## config.mk

```make
export PLATFORM = sky130hd
export DESIGN_NAME = pltm_top
export DESIGN_NICKNAME = d
export VERILOG_FILES = /design/src/hdl/pltm_pkg.sv /design/src/hdl/pltm_top.sv /design/src/hdl/pltm_channel_counter.sv /design/src/hdl/pltm_pin_stage.sv
export SDC_FILE = /design/constraint.sdc
export NUM_CORES = 1
export LEC_CHECK = 0
export BUFFER_PORTS_ARGS = -buffer_cell sky130_fd_sc_hd__buf_4
export CORE_AREA = 3 3 141 143
export DETAILED_ROUTE_END_ITERATION = 10
export DIE_AREA = 0 0 144 146
export PLACE_DENSITY = 0.73
export SETUP_SLACK_MARGIN = 0.15
export SLEW_MARGIN = 10
export SYNTH_ARGS = -nofsm -noshare
export SYNTH_HDL_FRONTEND = slang
export SYNTH_SLANG_ARGS = --single-unit
```

## constraint.sdc

```tcl
create_clock -name aclk -period 4.6 [get_ports aclk]
set_clock_uncertainty 0.2 [all_clocks]
set_input_delay 0.46 -clock aclk [delete_from_list [all_inputs] [get_ports aclk]]
set_output_delay 0.46 -clock aclk [all_outputs]
set_load 0.05 [all_outputs]
```

## src/hdl/pltm_pkg.sv

```systemverilog
package pltm_pkg;
  localparam int ADDR_W = 8;
  localparam int DATA_W = 32;
  localparam int CNT_W = 16;
  localparam int RUN_W = 6;
  localparam int PRE_W = 6;
  localparam logic [CNT_W-1:0] CNT_RESET = 16'h0000;
  localparam logic [CNT_W-1:0] CNT_MAX = 16'hffff;
  localparam logic [CNT_W-1:0] CMP_RESET = 16'hffff;

  localparam logic [ADDR_W-1:0] OFS_RUN = 8'h00;
  localparam logic [ADDR_W-1:0] OFS_CTRL = 8'h04;
  localparam logic [ADDR_W-1:0] OFS_MODE = 8'h08;
  localparam logic [ADDR_W-1:0] OFS_PINACT = 8'h0c;
  localparam logic [ADDR_W-1:0] OFS_CNT4 = 8'h10;
  localparam logic [ADDR_W-1:0] OFS_CNT5 = 8'h14;
  localparam logic [ADDR_W-1:0] OFS_CMPA4 = 8'h18;
  localparam logic [ADDR_W-1:0] OFS_CMPB4 = 8'h1c;
  localparam logic [ADDR_W-1:0] OFS_BUFC4 = 8'h20;
  localparam logic [ADDR_W-1:0] OFS_BUFD4 = 8'h24;
  localparam logic [ADDR_W-1:0] OFS_STATUS = 8'h28;

  localparam int RUN_CH4 = 4;
  localparam int RUN_CH5 = 5;
  localparam int CTRL_CASCADE = 0;
  localparam int CTRL_PRE_LO = 1;
  localparam int CTRL_PRE_HI = 2;
  localparam int PIN_INIT = 0;
  localparam int PIN_BUFFER = 1;
  localparam int STAT_PIN = 0;
  localparam int STAT_STANDBY = 1;

  localparam logic [RUN_W-1:0] RUN_RESET = 6'h00;
  localparam logic [2:0] CTRL_RESET = 3'h1;
  localparam logic [1:0] MODE_RESET = 2'h0;
  localparam logic [1:0] PINACT_RESET = 2'h0;

  localparam logic [1:0] MODE_CODE_PWM1 = 2'h1;
  localparam logic [1:0] MODE_CODE_PWM2 = 2'h2;

  localparam logic [1:0] PRE_DIV1 = 2'h0;
  localparam logic [1:0] PRE_DIV4 = 2'h1;
  localparam logic [1:0] PRE_DIV16 = 2'h2;
  localparam logic [PRE_W-1:0] PRE_MASK4 = 6'h03;
  localparam logic [PRE_W-1:0] PRE_MASK16 = 6'h0f;
  localparam logic [PRE_W-1:0] PRE_MASK64 = 6'h3f;

  localparam logic [1:0] RESP_OKAY = 2'h0;
  localparam logic [1:0] RESP_SLVERR = 2'h2;
  localparam logic [1:0] STRB_HALF = 2'h3;

  typedef enum logic [1:0] {
    PLTM_NORMAL,
    PLTM_PWM1,
    PLTM_PWM2
  } pltm_mode_t;
endpackage : pltm_pkg

```

## src/hdl/pltm_top.sv

```systemverilog
`timescale 1ns/1ps
`default_nettype none
module pltm_top (
  input wire logic aclk,
  input wire logic aresetn,
  input wire logic hw_standby_n,
  input wire logic [pltm_pkg::ADDR_W-1:0] s_axi_awaddr,
  input wire logic [2:0] s_axi_awprot,
  input wire logic s_axi_awvalid,
  output logic s_axi_awready,
  input wire logic [pltm_pkg::DATA_W-1:0] s_axi_wdata,
  input wire logic [3:0] s_axi_wstrb,
  input wire logic s_axi_wvalid,
  output logic s_axi_wready,
  output logic [1:0] s_axi_bresp,
  output logic s_axi_bvalid,
  input wire logic s_axi_bready,
  input wire logic [pltm_pkg::ADDR_W-1:0] s_axi_araddr,
  input wire logic [2:0] s_axi_arprot,
  input wire logic s_axi_arvalid,
  output logic s_axi_arready,
  output logic [pltm_pkg::DATA_W-1:0] s_axi_rdata,
  output logic [1:0] s_axi_rresp,
  output logic s_axi_rvalid,
  input wire logic s_axi_rready,
  output logic pulse_output_pin
);
  import pltm_pkg::*;

  // Standby pin comes from outside, so it is synchronised first
  logic standby_sync1;
  logic standby_sync2;
  logic standby;

  always_ff @(posedge aclk)
  begin
    if (!aresetn)
    begin
      standby_sync1 <= 1'b0;
      standby_sync2 <= 1'b0;
    end
    else
    begin
      standby_sync1 <= ~hw_standby_n;
      standby_sync2 <= standby_sync1;
    end
  end

  assign standby = standby_sync2;

  // Write channel state
  logic aw_held;
  logic [ADDR_W-1:0] aw_addr;
  logic w_held;
  logic [DATA_W-1:0] w_data;
  logic [3:0] w_strb;
  logic next_aw_held;
  logic [ADDR_W-1:0] next_aw_addr;
  logic next_w_held;
  logic [DATA_W-1:0] next_w_data;
  logic [3:0] next_w_strb;
  logic next_awready;
  logic next_wready;
  logic next_bvalid;
  logic [1:0] next_bresp;
  logic wr_fire;
  logic wr_ok;
  logic [ADDR_W-1:0] wr_addr;

  assign wr_fire = aw_held && w_held && !s_axi_bvalid;
  assign wr_addr = {aw_addr[ADDR_W-1:2], 2'b00};

  // Unknown offsets and narrow writes to 16-bit registers are refused
  always_comb
  begin
    case (wr_addr)
      OFS_RUN, OFS_CTRL, OFS_MODE, OFS_PINACT:
        wr_ok = w_strb[0];
      OFS_CNT4, OFS_CNT5:
        wr_ok = (w_strb[1:0] == STRB_HALF);
      OFS_CMPA4, OFS_CMPB4, OFS_BUFC4, OFS_BUFD4:
        wr_ok = (w_strb[1:0] == STRB_HALF);
      default:
        wr_ok = 1'b0;
    endcase
  end

  always_comb
  begin
    next_aw_held = aw_held;
    next_aw_addr = aw_addr;
    next_w_held = w_held;
    next_w_data = w_data;
    next_w_strb = w_strb;
    next_bvalid = s_axi_bvalid;
    next_bresp = s_axi_bresp;
    if (s_axi_awvalid && s_axi_awready)
    begin
      next_aw_held = 1'b1;
      next_aw_addr = s_axi_awaddr;
    end
    if (s_axi_wvalid && s_axi_wready)
    begin
      next_w_held = 1'b1;
      next_w_data = s_axi_wdata;
      next_w_strb = s_axi_wstrb;
    end
    if (wr_fire)
    begin
      next_aw_held = 1'b0;
      next_w_held = 1'b0;
      next_bvalid = 1'b1;
      next_bresp = wr_ok ? RESP_OKAY : RESP_SLVERR;
    end
    else if (s_axi_bvalid && s_axi_bready)
      next_bvalid = 1'b0;
    next_awready = !next_aw_held && !next_bvalid;
    next_wready = !next_w_held && !next_bvalid;
  end

  always_ff @(posedge aclk)
  begin
    if (!aresetn)
    begin
      aw_held <= 1'b0;
      aw_addr <= '0;
      w_held <= 1'b0;
      w_data <= '0;
      w_strb <= 4'h0;
      s_axi_awready <= 1'b0;
      s_axi_wready <= 1'b0;
      s_axi_bvalid <= 1'b0;
      s_axi_bresp <= RESP_OKAY;
    end
    else
    begin
      aw_held <= next_aw_held;
      aw_addr <= next_aw_addr;
      w_held <= next_w_held;
      w_data <= next_w_data;
      w_strb <= next_w_strb;
      s_axi_awready <= next_awready;
      s_axi_wready <= next_wready;
      s_axi_bvalid <= next_bvalid;
      s_axi_bresp <= next_bresp;
    end
  end

  // Software registers
  logic [RUN_W-1:0] run_bits;
  logic [2:0] ctrl;
  logic [1:0] mode_code;
  logic [1:0] pin_act;
  logic [CNT_W-1:0] cmp_a;
  logic [CNT_W-1:0] cmp_b;
  logic [CNT_W-1:0] buf_c;
  logic [CNT_W-1:0] buf_d;
  logic [RUN_W-1:0] next_run_bits;
  logic [2:0] next_ctrl;
  logic [1:0] next_mode_code;
  logic [1:0] next_pin_act;
  logic [CNT_W-1:0] next_cmp_a;
  logic [CNT_W-1:0] next_cmp_b;
  logic [CNT_W-1:0] next_buf_c;
  logic [CNT_W-1:0] next_buf_d;
  logic do_write;
  logic load_cnt4;
  logic load_cnt5;
  logic match_a;
  logic match_b;
  logic [CNT_W-1:0] cnt4;
  logic [CNT_W-1:0] cnt5;
  pltm_mode_t mode;

  assign do_write = wr_fire && wr_ok;
  assign load_cnt4 = do_write && (wr_addr == OFS_CNT4);
  assign load_cnt5 = do_write && (wr_addr == OFS_CNT5);

  always_comb
  begin
    case (mode_code)
      MODE_CODE_PWM1:
        mode = PLTM_PWM1;
      MODE_CODE_PWM2:
        mode = PLTM_PWM2;
      default:
        mode = PLTM_NORMAL;
    endcase
  end

  always_comb
  begin
    next_run_bits = run_bits;
    next_ctrl = ctrl;
    next_mode_code = mode_code;
    next_pin_act = pin_act;
    next_cmp_a = cmp_a;
    next_cmp_b = cmp_b;
    next_buf_c = buf_c;
    next_buf_d = buf_d;
    // Buffered values move in at the clear so one period never mixes
    if (pin_act[PIN_BUFFER] && match_b && mode != PLTM_NORMAL)
    begin
      next_cmp_a = buf_c;
      next_cmp_b = buf_d;
    end
    if (do_write)
    begin
      case (wr_addr)
        OFS_RUN:
          next_run_bits = w_data[RUN_W-1:0];
        OFS_CTRL:
          next_ctrl = w_data[2:0];
        OFS_MODE:
          next_mode_code = w_data[1:0];
        OFS_PINACT:
          next_pin_act = w_data[1:0];
        OFS_CMPA4:
          next_cmp_a = w_data[CNT_W-1:0];
        OFS_CMPB4:
          next_cmp_b = w_data[CNT_W-1:0];
        OFS_BUFC4:
          next_buf_c = w_data[CNT_W-1:0];
        OFS_BUFD4:
          next_buf_d = w_data[CNT_W-1:0];
        default:
          next_run_bits = run_bits;
      endcase
    end
    if (standby)
      next_run_bits = RUN_RESET;
  end

  always_ff @(posedge aclk)
  begin
    if (!aresetn)
    begin
      run_bits <= RUN_RESET;
      ctrl <= CTRL_RESET;
      mode_code <= MODE_RESET;
      pin_act <= PINACT_RESET;
      cmp_a <= CMP_RESET;
      cmp_b <= CMP_RESET;
      buf_c <= CMP_RESET;
      buf_d <= CMP_RESET;
    end
    else
    begin
      run_bits <= next_run_bits;
      ctrl <= next_ctrl;
      mode_code <= next_mode_code;
      pin_act <= next_pin_act;
      cmp_a <= next_cmp_a;
      cmp_b <= next_cmp_b;
      buf_c <= next_buf_c;
      buf_d <= next_buf_d;
    end
  end

  // Count clock prescaler, shared by both channels
  logic [PRE_W-1:0] pre;
  logic [PRE_W-1:0] next_pre;
  logic pre_tick;

  always_comb
  begin
    next_pre = pre + 6'h01;
    case (ctrl[CTRL_PRE_HI:CTRL_PRE_LO])
      PRE_DIV1:
        pre_tick = 1'b1;
      PRE_DIV4:
        pre_tick = ((pre & PRE_MASK4) == PRE_MASK4);
      PRE_DIV16:
        pre_tick = ((pre & PRE_MASK16) == PRE_MASK16);
      default:
        pre_tick = (pre == PRE_MASK64);
    endcase
  end

  always_ff @(posedge aclk)
  begin
    if (!aresetn)
      pre <= '0;
    else
      pre <= next_pre;
  end

  // Channel five is the low half, channel four the high half
  logic carry5;
  logic tick4;

  assign tick4 = ctrl[CTRL_CASCADE] ? carry5 : pre_tick;
  // Matches act when the high half leaves the value, so each compare
  // value spans a full low-half wrap and the period is B plus one wraps
  assign match_a = run_bits[RUN_CH4] && tick4 && (cnt4 == cmp_a);
  assign match_b = run_bits[RUN_CH4] && tick4 && (cnt4 == cmp_b);

  pltm_channel_counter u_cnt5 (
    .aclk(aclk),
    .aresetn(aresetn),
    .standby(standby),
    .run(run_bits[RUN_CH5]),
    .tick(pre_tick),
    .clear(1'b0),
    .load(load_cnt5),
    .load_value(w_data[CNT_W-1:0]),
    .count(cnt5),
    .carry(carry5)
  );

  pltm_channel_counter u_cnt4 (
    .aclk(aclk),
    .aresetn(aresetn),
    .standby(standby),
    .run(run_bits[RUN_CH4]),
    .tick(tick4),
    .clear(match_b && mode != PLTM_NORMAL),
    .load(load_cnt4),
    .load_value(w_data[CNT_W-1:0]),
    .count(cnt4),
    .carry()
  );

  pltm_pin_stage u_pin (
    .aclk(aclk),
    .aresetn(aresetn),
    .standby(standby),
    .run(run_bits[RUN_CH4]),
    .mode(mode),
    .init_level(pin_act[PIN_INIT]),
    .match_a(match_a),
    .match_b(match_b),
    .pin(pulse_output_pin)
  );

  // Read channel: one read at a time, answered on the next edge
  logic [DATA_W-1:0] rd_word;
  logic rd_ok;
  logic [ADDR_W-1:0] rd_addr;
  logic next_arready;
  logic next_rvalid;
  logic [DATA_W-1:0] next_rdata;
  logic [1:0] next_rresp;

  assign rd_addr = {s_axi_araddr[ADDR_W-1:2], 2'b00};

  always_comb
  begin
    rd_word = '0;
    rd_ok = 1'b1;
    case (rd_addr)
      OFS_RUN:
        rd_word[RUN_W-1:0] = run_bits;
      OFS_CTRL:
        rd_word[2:0] = ctrl;
      OFS_MODE:
        rd_word[1:0] = mode_code;
      OFS_PINACT:
        rd_word[1:0] = pin_act;
      OFS_CNT4:
        rd_word[CNT_W-1:0] = cnt4;
      OFS_CNT5:
        rd_word[CNT_W-1:0] = cnt5;
      OFS_CMPA4:
        rd_word[CNT_W-1:0] = cmp_a;
      OFS_CMPB4:
        rd_word[CNT_W-1:0] = cmp_b;
      OFS_BUFC4:
        rd_word[CNT_W-1:0] = buf_c;
      OFS_BUFD4:
        rd_word[CNT_W-1:0] = buf_d;
      OFS_STATUS:
      begin
        rd_word[STAT_PIN] = pulse_output_pin;
        rd_word[STAT_STANDBY] = standby;
      end
      default:
        rd_ok = 1'b0;
    endcase
  end

  always_comb
  begin
    next_rvalid = s_axi_rvalid;
    next_rdata = s_axi_rdata;
    next_rresp = s_axi_rresp;
    if (s_axi_arvalid && s_axi_arready)
    begin
      next_rvalid = 1'b1;
      next_rdata = rd_word;
      next_rresp = rd_ok ? RESP_OKAY : RESP_SLVERR;
    end
    else if (s_axi_rvalid && s_axi_rready)
      next_rvalid = 1'b0;
    next_arready = !next_rvalid;
  end

  always_ff @(posedge aclk)
  begin
    if (!aresetn)
    begin
      s_axi_arready <= 1'b0;
      s_axi_rvalid <= 1'b0;
      s_axi_rdata <= '0;
      s_axi_rresp <= RESP_OKAY;
    end
    else
    begin
      s_axi_arready <= next_arready;
      s_axi_rvalid <= next_rvalid;
      s_axi_rdata <= next_rdata;
      s_axi_rresp <= next_rresp;
    end
  end
endmodule : pltm_top
`default_nettype wire

```

## src/hdl/pltm_channel_counter.sv

```systemverilog
`timescale 1ns/1ps
`default_nettype none
module pltm_channel_counter (
  input wire logic aclk,
  input wire logic aresetn,
  input wire logic standby,
  input wire logic run,
  input wire logic tick,
  input wire logic clear,
  input wire logic load,
  input wire logic [pltm_pkg::CNT_W-1:0] load_value,
  output logic [pltm_pkg::CNT_W-1:0] count,
  output logic carry
);
  import pltm_pkg::*;

  logic [CNT_W-1:0] next_count;

  // Software load wins so a written value is never lost to counting
  always_comb
  begin
    next_count = count;
    carry = 1'b0;
    if (standby)
      next_count = CNT_RESET;
    else if (load)
      next_count = load_value;
    else if (run && tick)
    begin
      carry = (count == CNT_MAX);
      if (clear)
        next_count = CNT_RESET;
      else
        next_count = count + 16'h0001;
    end
  end

  always_ff @(posedge aclk)
  begin
    if (!aresetn)
      count <= CNT_RESET;
    else
      count <= next_count;
  end
endmodule : pltm_channel_counter
`default_nettype wire

```

## src/hdl/pltm_pin_stage.sv

```systemverilog
`timescale 1ns/1ps
`default_nettype none
module pltm_pin_stage (
  input wire logic aclk,
  input wire logic aresetn,
  input wire logic standby,
  input wire logic run,
  input wire pltm_pkg::pltm_mode_t mode,
  input wire logic init_level,
  input wire logic match_a,
  input wire logic match_b,
  output logic pin
);
  import pltm_pkg::*;

  logic next_pin;

  always_comb
  begin
    next_pin = pin;
    if (standby || !run)
      next_pin = init_level;
    else
    begin
      case (mode)
        PLTM_PWM1:
        begin
          // Clear beats set when both compare values are equal
          if (match_b)
            next_pin = 1'b0;
          else if (match_a)
            next_pin = 1'b1;
        end
        PLTM_PWM2:
        begin
          if (match_b)
            next_pin = init_level;
          else if (match_a)
            next_pin = ~init_level;
        end
        default:
          next_pin = init_level;
      endcase
    end
  end

  always_ff @(posedge aclk)
  begin
    if (!aresetn)
      pin <= 1'b0;
    else
      pin <= next_pin;
  end
endmodule : pltm_pin_stage
`default_nettype wire

```

==> results.md <==
Timing:
- Counting I/O delays and the setup requirement, the final critical path takes 3.449 ns.
- Dividing the final minimum period by the clock period gives 0.7499.
- Setup violations remaining at the end of the flow were counted as 0.
- The setup TNS is 0 ns.
- Setup slack closes at 1.151 ns.
- The final hold violation count was 0.
- Setup repair after global routing left no endpoint under its margin.
- Derived from the worst setup path, the maximum achievable clock frequency is 289.9 MHz.
- The max-slew headroom at the worst pin is 0.2297.
- For the pin with the worst max-slew slack, the measured transition is 1.153 ns.
- The final count of pins violating max slew was 0.

Clock tree:
- Clock tree synthesis found a total of 167 sinks.
- TritonCTS built the clock tree.
- The longest clock path from root to sink contains 2 buffers.
- In this run, CTS created clock tree buffers numbering 17.
- CTS placed an instance of sky130_fd_sc_hd__clkbuf_16 at the clock tree root.
- The later pin in the worst-skew pair is clocked with a latency of 0.44 ns.
- The clock-pin slew on the worst setup and hold paths is roughly 0.06 ns.
- The H-tree depth is 4.

Synthesis:
- The synthesis-stage register bit count is 167.
- Of the post-synthesis cell area, the dominant cell type holds 0.3994.
- The number of distinct library cells after synthesis is 65.
- The post-synthesis async set-or-reset flop share is 0.
- Summed over all instances, the cell type with the most area after synthesis is sky130_fd_sc_hd__dfxtp_1.
- The number of warning messages in the yosys log is 0.
- Yosys mapped a number of flops with a built-in enable equal to 0.
- The sequential cell area fraction in the yosys report is 0.3994.
- The summed instance area of the synthesized netlist is 0.008371 sq mm.
- The synthesized netlist cell count is 981.
- After synthesis, the mean cell area works out to about 8.5 sq um.
- The dominant register cell in the synthesized netlist is sky130_fd_sc_hd__dfxtp_1.
- Yosys attributes the largest share of cell area to sky130_fd_sc_hd__dfxtp_1 40%, sky130_fd_sc_hd__mux2i_1 9.6%, sky130_fd_sc_hd__a21oi_1 6.2%, sky130_fd_sc_hd__nand2_1 5.3%, sky130_fd_sc_hd__xor2_1 4.6%.

Drt:
- After the first detailed-routing iteration, the DRC count stood at 900.
- The total wirelength of the detailed-routed design is 23620 um.
- The count of antenna-violating nets left after detailed routing is 0.
- Detailed routing inserted a total of 7430 vias.
- The number of vias per cell is around 6.
- The number of iterations in the first detailed-routing pass is 6.
- In the routed design, unresolved DRC markers number 0.
- The average wire per cell in the routed design is 18.99 um.

Placement:
- At the placement stage, the worst setup path has a slack of 1.202 ns.
- After legalization and detailed placement, the total HPWL measured 16500 um.
- The number of port buffers is 61.
- The weighted congestion reported at the end of routability-driven placement is 0.9516.

Pwr:
- The peak supply drop is 254.2 uV.
- Summed over all cells, the static leakage comes to slightly below 4 nW.
- The power density over cell area is 343.9 mW/mm^2.

GRT:
- The initial antenna violation count is 0.
- The first global-routing pass estimated 37950 um of wire.
- Entering global routing, the biggest net connects 57 pins.
- The via count of the first global-routing pass is 6969.
- The overflow left after global routing is 0.
- Across every metal layer, demand over resource in global routing totals 0.2270.

Floorplanning:
- The vertical extent of the die is 146 um.
- The floorplan has 50 rows.
- The die extent in x is about 140 um.
- For this configuration, the core starts out at a cell density of 0.4475.
- The area of the core is 0.01871 sq mm.
- approximately 110 I/O pins were placed.
- The die area is roughly 0.021 sq mm.

Worst setup path:
- The maximum net fanout on the critical path is 34.
- The start-to-end type of the worst setup path is reg -> reg.
- STA classifies the critical path startpoint as a register.
- For the worst setup path, the data required time is approximately 4.7 ns.
- The data arrival at the endpoint of the critical path is about 3.5 ns.
- The worst setup path is captured at a register.

Cells and area:
- The layout-stage area growth over the synthesis result is 12.86%.
- The final layout contains about 1100 nets.
- The share of post-route cells with drive strength above 1 is 0.1386.
- The number of diodes added for antenna fixing is 0.

Worst hold path:
- The worst hold path belongs to the class in -> reg.

Run:
- Across the run, the number of max-cap violations was 0.

Status:
- The flow ran to the end, and the final reports show no timing, DRC or antenna violations.
==> cells in the final DEF, fill, tap and decap left out, types with 18 or more instances in the layout <==
cell | Yosys | final
sky130_fd_sc_hd__dfxtp_1 | 167 | 167
sky130_fd_sc_hd__nand2_1 | 119 | 119
sky130_fd_sc_hd__buf_4 | 18 | 73
sky130_fd_sc_hd__conb_1 | 1 | 18
sky130_fd_sc_hd__xor2_1 | 44 | 44
sky130_fd_sc_hd__a21oi_1 | 104 | 103
sky130_fd_sc_hd__mux2i_1 | 80 | 80
sky130_fd_sc_hd__nor2_1 | 88 | 88
sky130_fd_sc_hd__o21ai_0 | 42 | 42
==> worst max-delay path: stages, from the launching register on <==
cell and delay [ns]:
sky130_fd_sc_hd__dfxtp_1 0.33, sky130_fd_sc_hd__or4b_4 0.56, sky130_fd_sc_hd__or4_4 0.72, sky130_fd_sc_hd__and4_4 0.26, sky130_fd_sc_hd__o2111ai_4 0.36, sky130_fd_sc_hd__buf_4 0.50, sky130_fd_sc_hd__mux2i_1 0.26, sky130_fd_sc_hd__a21oi_1 0.09
==> repair_timing <==
| action | 4_1_cts | 5_1_grt |
|---|---|---|
| hold buffers | 1 | 0 |
| buffers inserted | 0 | 0 |
| resized for setup | 0 | 0 |
| endpoints found under the hold margin | 1 | 0 |
==> worst paths after layout <==
| check | to | cells after the start | slack, ns | from |
|---|---|---|---|---|
| hold reg to reg | standby | 1 | 0.23 | standby_sync1 |
| setup reg to reg | cmp_b[12] | 7 | 1.15 | aw_addr[5] |
| setup / recovery | cmp_b[12] | 7 | 1.15 | aw_addr[5] |
| hold / removal | w_data[11] | 3 | 0.07 | s_axi_wdata[11] |
==> synth_stat cells (3+ instances only) <==
| master | n |
|---|---|
| sky130_fd_sc_hd__mux2_2 | 17 |
| sky130_fd_sc_hd__xor2_1 | 44 |
| sky130_fd_sc_hd__and4_1 | 4 |
| sky130_fd_sc_hd__a222oi_1 | 10 |
| sky130_fd_sc_hd__inv_1 | 6 |
| sky130_fd_sc_hd__nor3_1 | 11 |
| sky130_fd_sc_hd__buf_2 | 3 |
| sky130_fd_sc_hd__o21ai_0 | 42 |
| sky130_fd_sc_hd__nand2_1 | 119 |
| sky130_fd_sc_hd__nor2_1 | 88 |
| sky130_fd_sc_hd__nand3_1 | 15 |
| sky130_fd_sc_hd__buf_8 | 3 |
| sky130_fd_sc_hd__a22o_1 | 12 |
| sky130_fd_sc_hd__a22oi_1 | 14 |
| sky130_fd_sc_hd__or4_1 | 3 |
| sky130_fd_sc_hd__a211oi_1 | 12 |
| sky130_fd_sc_hd__a2bb2oi_1 | 3 |
| sky130_fd_sc_hd__a31oi_1 | 10 |
| sky130_fd_sc_hd__o221a_2 | 6 |
| sky130_fd_sc_hd__nand2b_1 | 7 |
| sky130_fd_sc_hd__mux2i_1 | 80 |
| sky130_fd_sc_hd__nor2b_1 | 9 |
| sky130_fd_sc_hd__and3_1 | 10 |
| sky130_fd_sc_hd__nand4_1 | 12 |
| sky130_fd_sc_hd__nor4_1 | 12 |
| sky130_fd_sc_hd__buf_1 | 3 |
| sky130_fd_sc_hd__a21oi_1 | 104 |
| sky130_fd_sc_hd__or3_1 | 5 |
| sky130_fd_sc_hd__buf_4 | 18 |
| sky130_fd_sc_hd__a21boi_0 | 3 |
| sky130_fd_sc_hd__xnor2_1 | 7 |
| sky130_fd_sc_hd__clkbuf_1 | 64 |
| sky130_fd_sc_hd__o22ai_1 | 5 |
| sky130_fd_sc_hd__a221oi_1 | 3 |
| sky130_fd_sc_hd__nand3b_1 | 3 |
| sky130_fd_sc_hd__ha_1 | 5 |
| sky130_fd_sc_hd__dfxtp_1 | 167 |
| sky130_fd_sc_hd__and2_1 | 10 |
==> sequential cells by signal, summed over array words and instances, names as in the netlist, 6 cells and up <==
| register | cells |
|---|---|
| buf_c | 16 |
| buf_d | 16 |
| cmp_a | 16 |
| cmp_b | 16 |
| s_axi_rdata | 16 |
| u_cnt4.count | 16 |
| u_cnt5.count | 16 |
| w_data | 16 |
| aw_addr | 6 |
| pre | 6 |
| run_bits | 6 |
==> per-layer routing <==
layer / part of all wire / track usage / vias up
met4: 0.036 / 0.08992 / 0
met3: 0.078 / 0.04338 / 65
li1: - / - / 3499
met5: 0 / 0 / -
met1: 0.42 / 0.3060 / 3510
met2: 0.46 / 0.3568 / 356
==> where the power goes <==
| part | total [W] | internal [W] | switching (W) |
|---|---|---|---|
| sequential | 0.00151 | 0.00147 | 0.0000371 |
| clock | 0.00149 | 0.000874 | 0.000619 |
| combinational | 0.000248 | 0.0000772 | 0.000170 |
==> per-stage QoR <==
step	total power (W)	cell area (sq um)	hold WS (ns)	cells	util
floorplan	0.001708	8434	0.2119	998	-
global placement	0.001781	8827	0.2195	1213	0.4719
detailed placement	0.001783	8827	0.2196	1213	0.4719
CTS	0.003248	9447	0.06194	1244	0.5050
global route	0.003335	9447	0.06499	1244	0.5050
finish	0.003249	9447	0.06590	1244	0.5050
==> kinds of logic after synthesis <==
kind of cell,count (synthesis),synth area share
flops,167,0.3994
simple gates,320,0.1801
mux,97,0.1185
compound gates,240,0.1824
xor+xnor,51,0.05336
buf+inv,100,0.05829
other cells,1,0.0004480
fa+ha+maj,5,0.007474
==> final cells by class <==
| class | instances | area (sq um) |
|---|---|---|
| repair buffers | 74 | 558.0 |
| clock buffers | 18 | 439.2 |
| fillers | 1718 | 9259 |
| multi-input cells | 731 | 4613 |
| inverters | 8 | 30.03 |
| flip-flops and latches | 167 | 3343 |
| clock inverters | 12 | 170.2 |
| well taps | 234 | 292.8 |
(Power assumes the default switching activity.)
